===== src/design/bfrm_pkg.sv =====
// bfrm_pkg: register map constants for the fieldbus expansion register bank
// assumes a modbus frame engine outside decodes frames into register strobes
package bfrm_pkg;
    localparam int          REG_AW            = 16;
    localparam int          REG_DW            = 16;
    localparam logic [7:0]  FC_READ_DISCRETE  = 8'h02;
    localparam logic [7:0]  FC_READ_INPUT     = 8'h04;
    localparam logic [7:0]  FC_WRITE_COIL     = 8'h05;
    localparam logic [7:0]  FC_WRITE_REG      = 8'h06;
    localparam logic [7:0]  FC_WRITE_MULTI    = 8'h10;
    localparam logic [7:0]  EXC_ILLEGAL_FUNC  = 8'h01;
    localparam logic [7:0]  EXC_ILLEGAL_ADDR  = 8'h02;
    localparam logic [15:0] COIL_ON           = 16'hFF00;
    localparam logic [15:0] COIL_OFF          = 16'h0000;
    // holding registers
    localparam logic [15:0] ADDR_CTRL         = 16'h0000;
    localparam logic [15:0] ADDR_SETPOINT     = 16'h0001;
    // input registers
    localparam logic [15:0] ADDR_HW_INPUTS    = 16'h0000;
    localparam logic [15:0] ADDR_SERIAL_LO    = 16'h0034;
    localparam logic [15:0] ADDR_SERIAL_HI    = 16'h0035;
    localparam logic [15:0] ADDR_HWART_LO     = 16'h0036;
    localparam logic [15:0] ADDR_HWART_HI     = 16'h0037;
    localparam logic [15:0] ADDR_ART_LO       = 16'h0038;
    localparam logic [15:0] ADDR_ART_HI       = 16'h0039;
    localparam logic [15:0] ADDR_ERR_STATE    = 16'h003A;
    localparam logic [15:0] ADDR_IN_FUNC      = 16'h003B;
    localparam logic [15:0] ADDR_TEMP         = 16'h003C;
    localparam logic [15:0] ADDR_FAN_LO       = 16'h003D;
    localparam logic [15:0] ADDR_FAN_HI       = 16'h003E;
    localparam logic [15:0] ADDR_SPARE        = 16'h003F;
    localparam int          DI_BITS           = 4;
    // control bits
    localparam int          CB_HEAT           = 0;
    localparam int          CB_STEP_PURGE     = 1;
    localparam int          CB_UNLOCK         = 2;
    localparam int          CB_AUX            = 3;
    localparam int          CB_COOL           = 4;
    localparam int          CB_MAIN           = 5;
    localparam int          CB_START          = 6;
    localparam int          CB_PWR_EN         = 8;
    localparam int          CB_PWR_UP         = 9;
    localparam int          CB_PWR_DN         = 10;
    localparam int          CB_ABS            = 11;
    localparam logic [15:0] CTRL_MASK         = 16'h0F7F;
    localparam logic [15:0] CTRL_RESET        = 16'h0000;
    localparam logic [15:0] SETPOINT_RESET    = 16'h0000;
    localparam logic [3:0]  AUX_CFG_BUS       = 4'h8;
    // temperature
    localparam logic [7:0]  TEMP_OFFSET       = 8'h32;
    localparam logic [7:0]  TEMP_WARN_C       = 8'h52;
    // identity, arbitrary neutral values
    localparam logic [31:0] SERIAL_DEFAULT    = 32'h0000_0001;
    localparam logic [23:0] HWART_DEFAULT     = 24'h000001;
    localparam logic [7:0]  HWREV_DEFAULT     = 8'h01;
    localparam logic [23:0] ART_DEFAULT       = 24'h000002;
    localparam logic [7:0]  ARTREV_DEFAULT    = 8'h01;
    // synchroniser depth; a new flag must hold on the pins for two cycles to count
    localparam int          SYNC_STAGES       = 3;
endpackage


===== src/design/bfrm_sync.sv =====
// bfrm_sync: three-stage synchroniser bank for asynchronous pin inputs
// assumes inputs are quasi-static compared with the 40 MHz clock
`timescale 1ns/10ps
module bfrm_sync #(
    parameter int W = 1
) (
    input  wire logic         i_sys_clk,
    input  wire logic         i_resetn,
    input  wire logic [W-1:0] i_async,
    output logic      [W-1:0] o_sync
);
    logic [W-1:0] meta;
    logic [W-1:0] s2;
    logic [W-1:0] s3;

    always_ff @(posedge i_sys_clk or negedge i_resetn) begin
        if (!i_resetn) begin
            meta <= '0;
            s2   <= '0;
            s3   <= '0;
        end else begin
            meta <= i_async;
            s2   <= meta;
            s3   <= s2;
        end
    end

    // change accepted only once stages two and three agree
    always_ff @(posedge i_sys_clk or negedge i_resetn) begin
        if (!i_resetn) begin
            o_sync <= '0;
        end else begin
            for (int k = 0; k < W; k++) begin
                if (s2[k] == s3[k]) begin
                    o_sync[k] <= s3[k];
                end
            end
        end
    end
endmodule


===== src/design/bfrm_regs.sv =====
// bfrm_regs: modbus register bank of the burner fieldbus expansion module
// assumes an external frame engine presents one register access per strobe
// Functional notes
// - serial number spans two input registers, least significant byte first.
// - hardware article number low byte first, revision in high byte.
// - module article number low byte first, revision in high byte.
// - error register low byte holds state active at last error.
// - input status bits 0..7 mirror the eight hardware input functions.
// - bit 8 air switch wrong in cooling, bit 12 wrong in purge.
// - bit 9 auxiliary output state outside lockout, bit 11 second air pressure input.
// - bit 10 warns when housing temperature exceeds high threshold.
// - temperature register low byte is celsius plus offset fifty.
// - fan output switching cycles counted in 32 bits over two registers.
// - write coil, write register and write multiple are accepted.
// - read input registers and read discrete inputs are answered.
// - control bits 0,1,2,4,5,6 act as burner commands.
// - auxiliary output follows control bit 3 only when config equals 8.
// - with bit 8 set, bit 9 raises and bit 10 lowers power.
// - bit 11 takes absolute setpoint from register 1 in half percent.
// - digital input register bits 0..3 show more, less, high, low.
`timescale 1ns/10ps
module bfrm_regs
    import bfrm_pkg::*;
(
    input  wire logic                  i_sys_clk,
    input  wire logic                  i_resetn,
    // register access from the frame engine
    input  wire logic                  i_req,
    input  wire logic [7:0]            i_func,
    input  wire logic [15:0]           i_addr,
    input  wire logic [15:0]           i_wdata,
    output logic                       o_ack,
    output logic                       o_exc,
    output logic [7:0]                 o_exc_code,
    output logic [15:0]                o_rdata,
    // device state
    input  wire logic                  i_lockout,
    input  wire logic [7:0]            i_error_state,
    input  wire logic [7:0]            i_input_funcs,
    input  wire logic                  i_air_wrong_cool,
    input  wire logic                  i_air_wrong_purge,
    input  wire logic                  i_second_air_pressure_input,
    input  wire logic [7:0]            i_temp_celsius,
    input  wire logic [3:0]            i_aux_output_config_param,
    input  wire logic [DI_BITS-1:0]    i_heat_inputs,
    input  wire logic                  i_cooling_fan_output,
    // commands
    output logic                       o_heat_request,
    output logic                       o_step_or_purge,
    output logic                       o_remote_unlock,
    output logic                       o_cooling_on,
    output logic                       o_main_burner_on,
    output logic                       o_start_release,
    output logic                       o_auxiliary_output,
    output logic                       o_power_up,
    output logic                       o_power_down,
    output logic                       o_abs_enable,
    output logic [15:0]                o_abs_setpoint
);
    logic [15:0]        ctrl;
    logic [15:0]        setpoint;
    logic [31:0]        fan_count;
    logic               fan_prev;
    logic [DI_BITS-1:0] di_sync;
    logic               fan_sync;
    logic               func_ok;
    logic               is_write;
    logic               addr_ok;
    logic [15:0]        next_rdata;
    logic [15:0]        in_status;

    bfrm_sync #(.W(DI_BITS + 1)) u_sync (
        .i_sys_clk (i_sys_clk),
        .i_resetn  (i_resetn),
        .i_async   ({i_cooling_fan_output, i_heat_inputs}),
        .o_sync    ({fan_sync, di_sync})
    );

    function automatic logic [15:0] coil_mask(input logic [15:0] a);
        coil_mask = 16'h0001 << a[3:0];
    endfunction

    // only the five documented function codes are served
    always_comb begin
        func_ok  = (i_func == FC_READ_DISCRETE) || (i_func == FC_READ_INPUT) ||
                   (i_func == FC_WRITE_COIL) || (i_func == FC_WRITE_REG) || (i_func == FC_WRITE_MULTI);
        is_write = (i_func == FC_WRITE_COIL) || (i_func == FC_WRITE_REG) || (i_func == FC_WRITE_MULTI);
    end

    always_comb begin
        in_status        = 16'h0000;
        in_status[7:0]   = i_input_funcs;
        in_status[8]     = i_air_wrong_cool;
        in_status[9]     = o_auxiliary_output & ~i_lockout;
        in_status[10]    = i_temp_celsius > TEMP_WARN_C;
        in_status[11]    = i_second_air_pressure_input;
        in_status[12]    = i_air_wrong_purge;
    end

    always_comb begin
        addr_ok    = 1'b1;
        next_rdata = 16'h0000;
        if (i_func == FC_READ_DISCRETE) begin
            // discrete inputs are the low bits of input register 0
            addr_ok    = i_addr < 16'(DI_BITS);
            next_rdata = {15'h0000, di_sync[i_addr[1:0]]};
        end else if (i_func == FC_WRITE_COIL) begin
            addr_ok = (i_addr < 16'(REG_DW)) && ((i_wdata == COIL_ON) || (i_wdata == COIL_OFF));
        end else if (is_write) begin
            addr_ok = (i_addr == ADDR_CTRL) || (i_addr == ADDR_SETPOINT);
        end else begin
            unique case (i_addr)
                ADDR_HW_INPUTS: next_rdata = {12'h000, di_sync};
                ADDR_SERIAL_LO: next_rdata = SERIAL_DEFAULT[15:0];
                ADDR_SERIAL_HI: next_rdata = {i_lockout ? 8'h00 : SERIAL_DEFAULT[31:24],
                                              SERIAL_DEFAULT[23:16]};
                ADDR_HWART_LO:  next_rdata = HWART_DEFAULT[15:0];
                ADDR_HWART_HI:  next_rdata = {HWREV_DEFAULT, HWART_DEFAULT[23:16]};
                ADDR_ART_LO:    next_rdata = ART_DEFAULT[15:0];
                ADDR_ART_HI:    next_rdata = {ARTREV_DEFAULT, ART_DEFAULT[23:16]};
                ADDR_ERR_STATE: next_rdata = {8'h00, i_error_state};
                ADDR_IN_FUNC:   next_rdata = in_status;
                ADDR_TEMP:      next_rdata = {8'h00, 8'(i_temp_celsius + TEMP_OFFSET)};
                ADDR_FAN_LO:    next_rdata = fan_count[15:0];
                ADDR_FAN_HI:    next_rdata = fan_count[31:16];
                ADDR_SPARE:     next_rdata = 16'h0000;
                default:        addr_ok    = 1'b0;
            endcase
        end
    end

    // one-cycle answer for every request; exception codes follow modbus
    always_ff @(posedge i_sys_clk or negedge i_resetn) begin
        if (!i_resetn) begin
            o_ack      <= 1'b0;
            o_exc      <= 1'b0;
            o_exc_code <= 8'h00;
            o_rdata    <= 16'h0000;
        end else begin
            o_ack      <= i_req;
            o_exc      <= i_req && !(func_ok && addr_ok);
            o_exc_code <= !i_req ? 8'h00 : (!func_ok ? EXC_ILLEGAL_FUNC : (!addr_ok ? EXC_ILLEGAL_ADDR : 8'h00));
            o_rdata    <= (i_req && func_ok && addr_ok && !is_write) ? next_rdata : 16'h0000;
        end
    end

    // control writes; unused bits never stored so they stay zero in ctrl
    always_ff @(posedge i_sys_clk or negedge i_resetn) begin
        if (!i_resetn) begin
            ctrl     <= CTRL_RESET;
            setpoint <= SETPOINT_RESET;
        end else if (i_req && func_ok && addr_ok && is_write) begin
            if (i_func == FC_WRITE_COIL) begin
                if (i_wdata == COIL_ON) begin
                    ctrl <= (ctrl | coil_mask(i_addr)) & CTRL_MASK;
                end else begin
                    ctrl <= ctrl & ~coil_mask(i_addr);
                end
            end else if (i_addr == ADDR_CTRL) begin
                ctrl <= i_wdata & CTRL_MASK;
            end else begin
                setpoint <= i_wdata;
            end
        end
    end

    // rising edges of the fan output; wraps silently at 2^32
    always_ff @(posedge i_sys_clk or negedge i_resetn) begin
        if (!i_resetn) begin
            fan_prev  <= 1'b0;
            fan_count <= 32'h0000_0000;
        end else begin
            fan_prev <= fan_sync;
            if (fan_sync && !fan_prev) begin
                fan_count <= fan_count + 32'h0000_0001;
            end
        end
    end

    // power up/down exclusive so a double command means hold
    always_comb begin
        o_heat_request     = ctrl[CB_HEAT];
        o_step_or_purge    = ctrl[CB_STEP_PURGE];
        o_remote_unlock    = ctrl[CB_UNLOCK];
        o_cooling_on       = ctrl[CB_COOL];
        o_main_burner_on   = ctrl[CB_MAIN];
        o_start_release    = ctrl[CB_START];
        o_auxiliary_output = ctrl[CB_AUX] && (i_aux_output_config_param == AUX_CFG_BUS);
        o_power_up         = ctrl[CB_PWR_EN] && ctrl[CB_PWR_UP] && !ctrl[CB_PWR_DN];
        o_power_down       = ctrl[CB_PWR_EN] && ctrl[CB_PWR_DN] && !ctrl[CB_PWR_UP];
        o_abs_enable       = ctrl[CB_ABS];
        o_abs_setpoint     = ctrl[CB_ABS] ? setpoint : 16'h0000;
    end
endmodule


===== config.mk =====
export PLATFORM = sky130hd
export DESIGN_NAME = bfrm_regs
export DESIGN_NICKNAME = d
export VERILOG_FILES = /design/src/design/bfrm_pkg.sv /design/src/design/bfrm_sync.sv /design/src/design/bfrm_regs.sv
export SDC_FILE = /design/constraint.sdc
export NUM_CORES = 1
export LEC_CHECK = 0
export ABC_AREA = 1
export BUFFER_PORTS_ARGS = -buffer_cell sky130_fd_sc_hd__buf_2
export CAP_MARGIN = 20
export CORE_AREA = 2 2 99 101
export CTS_BUF_LIST = sky130_fd_sc_hd__clkbuf_4
export DETAILED_ROUTE_END_ITERATION = 10
export DIE_AREA = 0 0 101 103
export PLACE_DENSITY = 0.87
export SYNTH_ARGS = -nofsm -noshare
export SYNTH_HDL_FRONTEND = slang
export SYNTH_SLANG_ARGS = --single-unit
export TNS_END_PERCENT = 5

===== constraint.sdc =====
create_clock -name i_sys_clk -period 4.4 [get_ports i_sys_clk]
set_clock_uncertainty 0.05 [all_clocks]
set_input_delay 0.66 -clock i_sys_clk [delete_from_list [all_inputs] [get_ports i_sys_clk]]
set_output_delay 0.66 -clock i_sys_clk [all_outputs]
set_load 0.02 [all_outputs]

# Yosys cells after proc, flatten, opt, wreduce, memory -nomap -nowiden
# Cells that the tools add are included.
[totals]
register_bits = 105
output_inout_bits = 52
wordCells = 107
[op_classes]
add_sub_neg = 2
magnitude_cmp = 4
eq_ne = 25
shift = 1
muxes = 18
n_bitwise = 7
reduce_logical = 34
[ops]
columns = ["operator", "count"]
rows = [
  ["$eq A16 B6 Y1 const B", 12],
  ["$pmux W16 S9", 1],
  ["$mux W16", 8],
  ["$add A32 B1 Y32 const B", 1],
  ["$logic_not A16 Y1", 2],
  ["$eq A8 B3 Y1 const B", 3],
  ["$and A16 B16 Y16", 1],
  ["$eq A16 B1 Y1 const B", 1],
  ["$eq A16 B16 Y1 const B", 1],
  ["$lt A16 B3 Y1 const B", 1],
  ["$lt A16 B5 Y1 const B", 1],
  ["$not A16 Y16", 1],
  ["$shl A1 B4 Y16 const A", 1],
  ["$logic_and A1 B1 Y1", 13],
  ["$reduce_or A13 Y1", 1],
  ["$or A12 B12 Y12", 1],
  ["$add A8 B6 Y8 const B", 1],
  ["$eq A8 B2 Y1 const B", 1],
  ["$eq A8 B5 Y1 const B", 1],
  ["$gt A8 B7 Y1 const B", 1],
  ["$logic_or A1 B1 Y1", 8],
  ["$mux W2", 3],
  ["$eq A1 B1 Y1", 5],
  ["$logic_not A1 Y1", 5],
  ["10 further kinds", 17],
]

# Longest topological paths before layout
# Gate-level depths: netlist of run 1.
[depth]
ltp_word = 9
mapped_depth = 16
depth_no_buf = 15

# Modules after synthesis
# A second synthesis of run 1 with hierarchy kept.
[unflattened]
hier_cells = 687
hier_area_um2 = 5537.8
[by_module_without_submodules]
columns = ["module", "n_inst", "cells_per_inst", "area_each_um2"]
rows = [
  ["bfrm_regs", 1, 647, 4956.0],
  ["bfrm_sync", 1, 40, 581.8],
]

# Worst setup path after synthesis of run 1
# No wires, ideal clock.
[synth_timing]
path_type = "input to register"
start = "input i_addr[7]"
end = "register setpoint[4]"
setup_ns = 0.118
arrival_ns = 2.163
required_ns = 4.232
path_slack_ns = 2.069
cell_stages = 15
n_path_buf = 1
path_cell_list = "nor2_1 > nand2_1 > nor2_1 > nand3_1 > nand2_1 > inv_1 > nand3_1 > nand2_1 > nand2_2 > nand3_2 > nor2_4 > nand2_2 > buf_6 > nand2_1 > o21ai_2"
[synth_via]
elab_chain_len = 9
elab_cells_between_ends = 27
cone_classes = "order compare (2); eq/ne (13); mux (4); bitwise (1); reduce/logical (7)"
[synth_rtl]
columns = ["item", "line", "source"]
rows = [
  ["start, declared", "bfrm_regs.sv:30", "input wire logic [15:0] i_addr,"],
  ["$eq A16 B6 Y1 or $logic_not A16 Y1 (tied branches)", "bfrm_regs.sv:112, bfrm_regs.sv:110, bfrm_regs.sv:159", ""],
  ["$reduce_or A13 Y1 (no line)", "-", ""],
  ["$mux W1", "bfrm_regs.sv:112", "unique case (i_addr)"],
  ["$mux W1", "bfrm_regs.sv:109", "end else if (is_write) begin"],
  ["$mux W1", "bfrm_regs.sv:107", "end else if (i_func == FC_WRITE_COIL) begin"],
  ["$mux W1", "bfrm_regs.sv:103", "if (i_func == FC_READ_DISCRETE) begin"],
  ["$logic_and A1 B1 Y1 (2 in a row)", "bfrm_regs.sv:152", "end else if (i_req && func_ok && addr_ok && is_write) begin"],
  ["$reduce_and A3 Y1 (no line) (*)", "-", ""],
  ["end signal, assigned", "bfrm_regs.sv:162", "setpoint <= i_wdata;"],
  ["end, declared", "bfrm_regs.sv:61", "logic [15:0] setpoint;"],
]
# Every way passes the cells marked *; elsewhere a longest branch is shown, timed or not.
# A chain may end at the register's enable or synchronous reset.

# Worst setup path in the final report of run 1
[layout_timing]
start = "input i_addr[14]"
end = "register setpoint[15]"
# The elaborated chain is that of the path after synthesis.

==> summary.txt, run 1 <==
outcome: finished clean
detailed-route wire length: 14,300 um
Core Region: 9460 um2
worst hold-check path type: in2async
total negative setup slack: 0 ns
cell-by-cell listing of the critical path: buf_2 > nor2_1 > nand2_1 > nor2_4 > nand3_1 > o31ai_2 > nand3_2 > nor2_4 > nand2_2 > nand2_1 > o21ai_2
post-layout util: 0.661
clock latency reported for the late side of the worst-skew pair: 0.47 ns
antenna violations before repair: 0
total clock buffers created by CTS: 9
Final GP Congestion: 1.02
die area: 10,400 um2
number of hold buffers added after cts: 0
largest vdd supply drop: 0.225 mV
Reg2Reg Capture Point: fan_count[28]
Die X-Extent: 101 um
FFs w/ async S/R, synth: 1.00
count of cell types in the netlist: 45
reported leakage power: 3.21 nW
CTS tree: done
maximum number of pins on one net before global-route repair: 67
H-Tree Level Count: 3
Most used DFF post-synth: sky130_fd_sc_hd__dfrtp_1
wire length of the first global-routing pass: 23,400 um
largest cells by area after synthesis: sky130_fd_sc_hd__dfrtp_1, sky130_fd_sc_hd__nand2_1, sky130_fd_sc_hd__inv_1, sky130_fd_sc_hd__nand3_1, sky130_fd_sc_hd__xor2_1
synthesized cell area: 5450 um2
sequential fraction of the synthesis area: 0.459
power density over cell area: 259 nW/um2
top cell types by occurrence after synthesis: sky130_fd_sc_hd__nand2_1, sky130_fd_sc_hd__dfrtp_1, sky130_fd_sc_hd__inv_1
Post-synth EDFFs: 0
number of iterations in the first detailed-routing pass: 6
number of global-route vias before repair: 4,853
DPL Wire Length: 11,000 um
count of standard-cell rows: 36
element type at the critical path start: input pin
max-slew violations: 0
timing endpoint of the critical path: setpoint[15]
relative slew slack: 0.448
Total Power Consumption: 1.62 mW
post-route antenna net violation count: 0
Mean Syn Cell Area: 8.21 um2
cell with the largest stage delay on the worst path: sky130_fd_sc_hd__nand2_2
Initial Util: 0.576
DRC violations left: 0
number of vias after detailed routing: 5,056
Post CTS Setup Buffer Count: 0
path depth of the worst reg2reg path: 10
Non-Filler Cell Area, Final: 6250 um2
CTS sink cnt: 100
flop and latch count out of synthesis: 100
post-CTS clock slew at the launch and capture registers of the worst setup and hold paths: 0.14 ns
endpoint arrival time on the critical path: 3.12 ns
Top-Level Pins: 132
crit-path max cell delay: 0.47 ns
die height: 103 um
number of DRC markers in iteration 0: 409
CTS root buffer: sky130_fd_sc_hd__clkbuf_4
Worst Setup End Kind: flip-flop
GR Util All Layers: 0.289
layout cell share with drive strength beyond 1: 0.244
Yosys warnings: 0
via-per-instance ratio: 5.59
number of gates resized after CTS: 0
setup repair after global routing missed its margin: false
maximum net fanout on the critical path: 32
setup slack of the most critical reg-to-reg path: 1.91 ns
maximum buffer depth of the clock tree: 2
min cycle time layout: 2.83 ns
diode insertion count for antenna repair: 0
final global-route overflow total: 0
area growth from synthesis to layout: 14.8%
max-capacitance violation count: 0
endpoint required time on the critical path: 4.69 ns
portion of the clock cycle consumed by the worst path in the final layout: 0.644
worst r2r src: u_sync.o_sync[4]
fmax: 353 MHz
# port buffers: 125
Post-layout nets: 867
cell taking the most area after synthesis: sky130_fd_sc_hd__dfrtp_1
area share of the largest cell type after synthesis: 0.459
cell with the most instances after synthesis: sky130_fd_sc_hd__nand2_1
start point of the critical path: i_addr[14]
final setup vio count: 0
detail-routed net length per standard cell: 15.8 um
Final Hold Fails: 0
transition time at the pin with the least slew margin: 0.828 ns
Worst Path Class, Setup: in2reg
synthesized instance count: 663
dpl cell area: 6120 um2
## critical path, delay by kind of cell
family	cells	cell delay [ns]
AO/OA/AOI/OAI	2	0.46
buffers and inverters	1	0.09
AND/OR/NAND/NOR	8	1.90
## through the flow
step | worst slack, ns | instances | hold WS [ns]
after floorplan | 2.07 | 668 | 0.281
after global placement | 1.27 | 887 | 0.284
after detailed placement | 1.11 | 887 | 0.289
after CTS | 1.61 | 903 | 0.225
after global routing | 1.32 | 904 | 0.212
final | 1.57 | 904 | 0.233
## where the power goes
| group | total, mW | switching (mW) | internal (mW) |
|---|---|---|---|
| Clock | 0.439 | 0.308 | 0.131 |
| Combinational | 0.190 | 0.119 | 0.0718 |
| Sequential | 0.988 | 0.0313 | 0.957 |
| Total | 1.62 | 0.457 | 1.16 |
## kinds of logic after synthesis
logic type,count (synthesis),synth area share
DFF,100,0.459
other,1,0.000689
xor gates and xnor gates,34,0.0547
AOI/OAI and AO/OA,77,0.102
muxes,1,0.00207
and+or+nand+nor,323,0.274
buffers and inverters,120,0.0926
adders and majority gates,7,0.0138
## cell type report
cell class | instances | area [um2]
Fill cell | 835 | 3210
Sequential cell | 100 | 2500
Multi-Input combinational cell | 448 | 2460
Timing Repair Buffer | 128 | 654
Inverter | 98 | 368
Tap cell | 114 | 143
Clock buffer | 11 | 82.6
Clock inverter | 5 | 38.8
## how the worst min path moves through the flow
stage,startpoint,end,depth (start not counted)
after floorplan,u_sync.meta[0],u_sync.s2[0],0
after global placement,u_sync.meta[1],u_sync.s2[1],0
after detailed placement,u_sync.meta[3],u_sync.s2[3],0
after CTS,i_heat_inputs[3],u_sync.meta[3],1
after global routing,i_cooling_fan_output,u_sync.meta[4],1
final,i_resetn,setpoint[10],1
## cell usage in the layout (no fill, tap or decap), drive strengths merged, types with 4 or more instances in the layout
master / instances
clkinv: 5
nor4: 7
a32o: 4
inv: 97
dfrtp: 100
o22ai: 19
xnor2: 4
o21ai: 25
a21oi: 8
nor2: 62
a211oi: 9
conb: 6
a221oi: 4
buf: 128
clkbuf: 11
nor3: 25
nand4: 11
nand2: 158
xor2: 30
nand3: 55
maj3: 5
## routing by layer
layer | vias up | wire, um | GRT usage
met3 | 33 | 1170 | 0.0420
li1 | 2394 | - | -
met1 | 2376 | 6060 | 0.398
met2 | 253 | 6690 | 0.464
met4 | 0 | 376 | 0.121
met5 | - | 0 | 0
(Power assumes the default switching activity.)
==> run 2: changes to the inputs <==
CORE_AREA = 2 2 102 104   (was 2 2 99 101)
DIE_AREA = 0 0 104 106   (was 0 0 101 103)
PLACE_DENSITY = 0.83   (was 0.87)
clock period = 2.7 ns   (was 4.4 ns; I/O delays follow)
==> run 2 against run 1 <==
Final area is 3.6% higher. Global-route usage shrank 1.8 points. Sequential share of layout area decreased by 1.4 points. Register-to-register slack got worse by 1.5 ns. Non-clock buffer count grew 20. Worst setup slack worse by 1.2 ns. Critical endpoint is now fan_count[27]. Sequential cell count is the same. Power up 68%. Utilization decreased by 1.3 points. Critical path depth decreased by 1. Sequential power up 63%. Combinational power is 68% higher.
==> summary.txt, run 2 (synthesis results as in run 1) <==
outcome: finished clean
endpoint required time on the critical path: 3.00 ns
DRC violations left: 0
Worst Setup End Kind: flip-flop
number of vias after detailed routing: 5,041
via-per-instance ratio: 5.33
DPL Wire Length: 11,200 um
antenna violations before repair: 0
Post-layout nets: 887
CTS root buffer: sky130_fd_sc_hd__clkbuf_4
worst hold-check path type: in2reg
portion of the clock cycle consumed by the worst path in the final layout: 0.865
endpoint arrival time on the critical path: 2.63 ns
final setup vio count: 0
number of global-route vias before repair: 4,938
max-capacitance violation count: 0
clock latency reported for the late side of the worst-skew pair: 0.45 ns
element type at the critical path start: flip-flop
maximum net fanout on the critical path: 5
Final GP Congestion: 0.929
relative slew slack: 0.611
commonest cells after routing, fill and taps aside: sky130_fd_sc_hd__nand2_1, sky130_fd_sc_hd__buf_2, sky130_fd_sc_hd__dfrtp_1, sky130_fd_sc_hd__inv_1, sky130_fd_sc_hd__nand3_1
number of DRC markers in iteration 0: 328
Final Hold Fails: 0
die height: 106 um
detail-routed net length per standard cell: 15.0 um
largest vdd supply drop: 0.348 mV
detailed-route wire length: 14,200 um
Core Region: 10000 um2
layout cell share with drive strength beyond 1: 0.256
diode insertion count for antenna repair: 0
wire length of the first global-routing pass: 23,800 um
final global-route overflow total: 0
maximum buffer depth of the clock tree: 2
fmax: 428 MHz
Post CTS Setup Buffer Count: 0
area growth from synthesis to layout: 18.9%
count of standard-cell rows: 37
post-route antenna net violation count: 0
min cycle time layout: 2.33 ns
Top-Level Pins: 132
Total Power Consumption: 2.71 mW
total negative setup slack: 0 ns
die area: 11,000 um2
power density over cell area: 419 nW/um2
maximum number of pins on one net before global-route repair: 47
Die X-Extent: 104 um
GR Util All Layers: 0.271
CTS sink cnt: 100
total clock buffers created by CTS: 9
post-CTS clock slew at the launch and capture registers of the worst setup and hold paths: 0.14 ns
Worst Path Class, Setup: reg2reg
max-slew violations: 0
number of iterations in the first detailed-routing pass: 6
Initial Util: 0.545
CTS tree: done
# port buffers: 125
setup repair after global routing missed its margin: false
H-Tree Level Count: 3
fill cell count: 872
transition time at the pin with the least slew margin: 0.584 ns
reported leakage power: 3.32 nW
commonest non-fill, non-tap cell in the layout: sky130_fd_sc_hd__nand2_1
[run 2: changes by cell type in the layout (fill, tap and decap cells not counted), sizes merged]
cell,delta
clkinv,-1
buf,+14
bufinv,+1
clkbuf,-1
inv,+1
dlygate4sd3,+6
[run 2: through the flow]
step | util | hold WS (ns) | area (um2) | std cells | worst slack, ns
after global routing | 0.648 | 0.0490 | 6480 | 946 | 0.166
after detailed placement | 0.627 | 0.286 | 6270 | 924 | 0.169
after floorplan | - | 0.0594 | 5470 | 668 | 0.624
final | 0.648 | 0.0598 | 6480 | 946 | 0.365
after global placement | 0.627 | 0.282 | 6270 | 924 | 0.271
after CTS | 0.647 | 0.0440 | 6470 | 946 | 0.322
[run 2: final cells by class]
class	instances	area (um2)	area share
clock buffer	10	75.1	0.0116
inverter	98	368	0.0568
sequential	100	2500	0.386
clock inverter	6	63.8	0.00985
timing repair buffer	148	828	0.128
multi-input combinational	448	2470	0.381
tap	136	170	0.0263
[run 2: critical path: stages, from the launching register on]
cell                       delay [ns]
sky130_fd_sc_hd__dfrtp_1         0.42
sky130_fd_sc_hd__inv_2           0.04
sky130_fd_sc_hd__nor2_2          0.15
sky130_fd_sc_hd__nand3b_1        0.13
sky130_fd_sc_hd__nor2_1          0.10
sky130_fd_sc_hd__nand2_1         0.10
sky130_fd_sc_hd__nor2_2          0.24
sky130_fd_sc_hd__nand3_1         0.18
sky130_fd_sc_hd__nor3_1          0.47
sky130_fd_sc_hd__nand3_1         0.18
sky130_fd_sc_hd__xor2_1          0.18
[run 2: path summary, 6_finish.rpt]
check | startpoint | to | slack, ns | depth (start not counted)
hold / removal | i_req | o_ack | 0.06 | 1
max in group asynchronous | i_resetn | async pin | 1.57 | 3
setup reg to reg | u_sync.o_sync[4] | fan_count[27] | 0.37 | 10
setup / recovery | u_sync.o_sync[4] | fan_count[27] | 0.37 | 10
hold reg to reg | u_sync.meta[3] | u_sync.s2[3] | 0.31 | 0
min in group asynchronous | i_resetn | o_exc_code[0] | 0.36 | 2
[run 2: metal layers]
metal,vias up,routed length [um],GRT usage
li1,2433,-,-
met1,2367,6170,0.369
met2,213,6680,0.441
met3,28,1050,0.0533
met4,0,313,0.0869
met5,-,0,0
[run 2: repair_timing]
item / CTS / global route
hold buffers: 6 / 0
setup endpoints to repair: 0 / 1
resized for setup: 0 / 1
hold endpoints to repair: 35 / 0
[run 2: report_power, final]
part	switching (mW)	internal (mW)	total (mW)
clock network	0.491	0.294	0.785
registers	0.0489	1.56	1.61
logic	0.192	0.128	0.320
==> run 3: changes to the inputs <==
SETUP_SLACK_MARGIN = 0.5   (was unset)
==> run 3 against run 2 <==
Via count is 1.7% higher. Highest routed layer unchanged. Critical endpoint is now fan_count[28]. Clock power is essentially flat. Largest cell class is now multi-input gates. First-iteration DRC count is 7.0% higher.
==> summary.txt, run 3 (synthesis results as in run 1) <==
detail-routed net length per standard cell: 15.1 um
CTS tree: done
commonest non-fill, non-tap cell in the layout: sky130_fd_sc_hd__nand2_1
layout cell share with drive strength beyond 1: 0.275
Non-Filler Cell Area, Final: 6620 um2
Core Region: 10000 um2
Total Power Consumption: 2.78 mW
diode insertion count for antenna repair: 0
share of total power in combinational logic: 0.138
reported leakage power: 3.40 nW
number of global-route vias before repair: 4,945
power density over cell area: 420 nW/um2
number of DRC markers in iteration 0: 351
wire length of the first global-routing pass: 23,900 um
Final Hold Fails: 0
total clock buffers created by CTS: 9
antenna violations before repair: 0
Worst Path Class, Setup: reg2reg
count of standard-cell rows: 37
max-slew violations: 0
cell with the largest stage delay on the worst path: sky130_fd_sc_hd__dfrtp_1
DRC violations left: 0
most common cell type on the critical path: sky130_fd_sc_hd__nand2_1
number of iterations in the first detailed-routing pass: 6
endpoint required time on the critical path: 3.00 ns
CTS root buffer: sky130_fd_sc_hd__clkbuf_4
dpl cell area: 6270 um2
outcome: finished clean
H-Tree Level Count: 3
cell-internal power: 2.02 mW
Initial Util: 0.545
endpoint arrival time on the critical path: 2.43 ns
Post-layout nets: 898
power share of the clock group: 0.283
transition time at the pin with the least slew margin: 0.592 ns
clock latency reported for the late side of the worst-skew pair: 0.46 ns
switching part of the total power: 0.272
post-layout util: 0.662
relative slew slack: 0.606
element type at the critical path start: flip-flop
maximum net fanout on the critical path: 4
worst hold-check path type: in2reg
DPL Wire Length: 11,200 um
detailed-route wire length: 14,500 um
maximum buffer depth of the clock tree: 2
Final GP Congestion: 0.929
fill cell count: 854
cell-by-cell listing of the critical path: ha_1 > nand2_2 > nor3_4 > nand2_1 > nor2_4 > nand3_2 > nor4_4 > buf_4 > nand2_1 > xnor2_1
CTS sink cnt: 100
Worst Setup End Kind: flip-flop
final setup vio count: 0
register share of total power: 0.579
fmax: 469 MHz
maximum number of pins on one net before global-route repair: 47
Top-Level Pins: 132
via-per-instance ratio: 5.36
post-route antenna net violation count: 0
max-capacitance violation count: 0
die area: 11,000 um2
final global-route overflow total: 0
area growth from synthesis to layout: 21.5%
largest vdd supply drop: 0.368 mV
# port buffers: 125
setup repair after global routing missed its margin: true
min cycle time layout: 2.13 ns
post-CTS clock slew at the launch and capture registers of the worst setup and hold paths: 0.14 ns
GR Util All Layers: 0.272
total negative setup slack: 0 ns
die height: 106 um
number of vias after detailed routing: 5,127
portion of the clock cycle consumed by the worst path in the final layout: 0.789
Switch Pwr: 0.755 mW
crit-path max cell delay: 0.42 ns
Die X-Extent: 104 um
commonest cells after routing, fill and taps aside: sky130_fd_sc_hd__nand2_1, sky130_fd_sc_hd__buf_2, sky130_fd_sc_hd__dfrtp_1, sky130_fd_sc_hd__inv_1, sky130_fd_sc_hd__nand3_1
==> run 3: cell count changes in the layout (fill, tap and decap cells not counted) <==
| cell | delta |
|---|---|
| sky130_fd_sc_hd__nand2_2 | +2 |
| sky130_fd_sc_hd__nor4_4 | +1 |
| sky130_fd_sc_hd__nor3_2 | +1 |
| sky130_fd_sc_hd__nand3_2 | +1 |
| sky130_fd_sc_hd__nand2_1 | -2 |
| sky130_fd_sc_hd__nor2_1 | -2 |
| sky130_fd_sc_hd__buf_4 | +11 |
| sky130_fd_sc_hd__nand3_1 | -1 |
| sky130_fd_sc_hd__nor3_1 | -2 |
| sky130_fd_sc_hd__nor3_4 | +1 |
| sky130_fd_sc_hd__nor2_4 | +2 |
| sky130_fd_sc_hd__nor4_1 | -1 |
==> run 3: what timing repair did <==
item,CTS,global route
buffers inserted,0,11
resized for setup,2,11
hold buffers,6,0
gates cloned,0,0
endpoints found under the hold margin,35,0
pin swaps,0,4
endpoints found under the setup margin,5,27
==> run 3: final timing paths <==
path,start,endpoint,slack [ns],cells past startpoint
setup / recovery,fan_count[1],fan_count[28],0.57,10
hold / removal,i_req,o_ack,0.06,1
setup reg to reg,fan_count[1],fan_count[28],0.57,10
hold reg to reg,u_sync.meta[3],u_sync.s2[3],0.31,0
max in group asynchronous,i_resetn,async pin,1.58,3
min in group asynchronous,i_resetn,o_exc_code[0],0.35,2
==> run 3: layer usage <==
| metal | global-route usage | vias up | wire [um] |
|---|---|---|---|
| li1 | - | 2463 | - |
| met1 | 0.372 | 2389 | 6250 |
| met2 | 0.442 | 228 | 6810 |
| met3 | 0.0490 | 47 | 1030 |
| met4 | 0.0869 | 0 | 401 |
| met5 | 0 | - | 0 |
==> run 3: stage by stage <==
step,setup slack (ns),hold slack [ns],std cells
detailed placement,0.169,0.286,924
finish,0.570,0.0573,957
CTS,0.456,0.0440,946
global placement,0.271,0.282,924
floorplan,0.624,0.0594,668
global route,0.461,0.0490,957
==> run 3: power groups by stage <==
stage / clock, mW / sequential, mW / combinational [mW]
after floorplan: 0 / 1.63 / 0.163
after global placement: 0 / 1.63 / 0.295
after detailed placement: 0 / 1.64 / 0.312
after CTS: 0.805 / 1.61 / 0.321
after global routing: 0.862 / 1.61 / 0.426
final: 0.786 / 1.61 / 0.384
==> run 3: critical path: cells and delay by family, from the launching register on <==
kind | cells | cell delay, ns
AND/OR/NAND/NOR | 7 | 1.09
flip-flops | 1 | 0.42
adder cells (fa/ha/maj) | 1 | 0.18
XOR/XNOR | 1 | 0.12
buffers and inverters | 1 | 0.18
==> run 3: cell type report <==
| class | count | area, um2 | share of cell area |
|---|---|---|---|
| multi-input cells | 448 | 2530 | 0.382 |
| flip-flops and latches | 100 | 2500 | 0.378 |
| repair buffers | 159 | 911 | 0.138 |
| inverters | 98 | 368 | 0.0556 |
| well taps | 136 | 170 | 0.0257 |
| clock buffers | 10 | 75.1 | 0.0113 |
| clock inverters | 6 | 63.8 | 0.00964 |
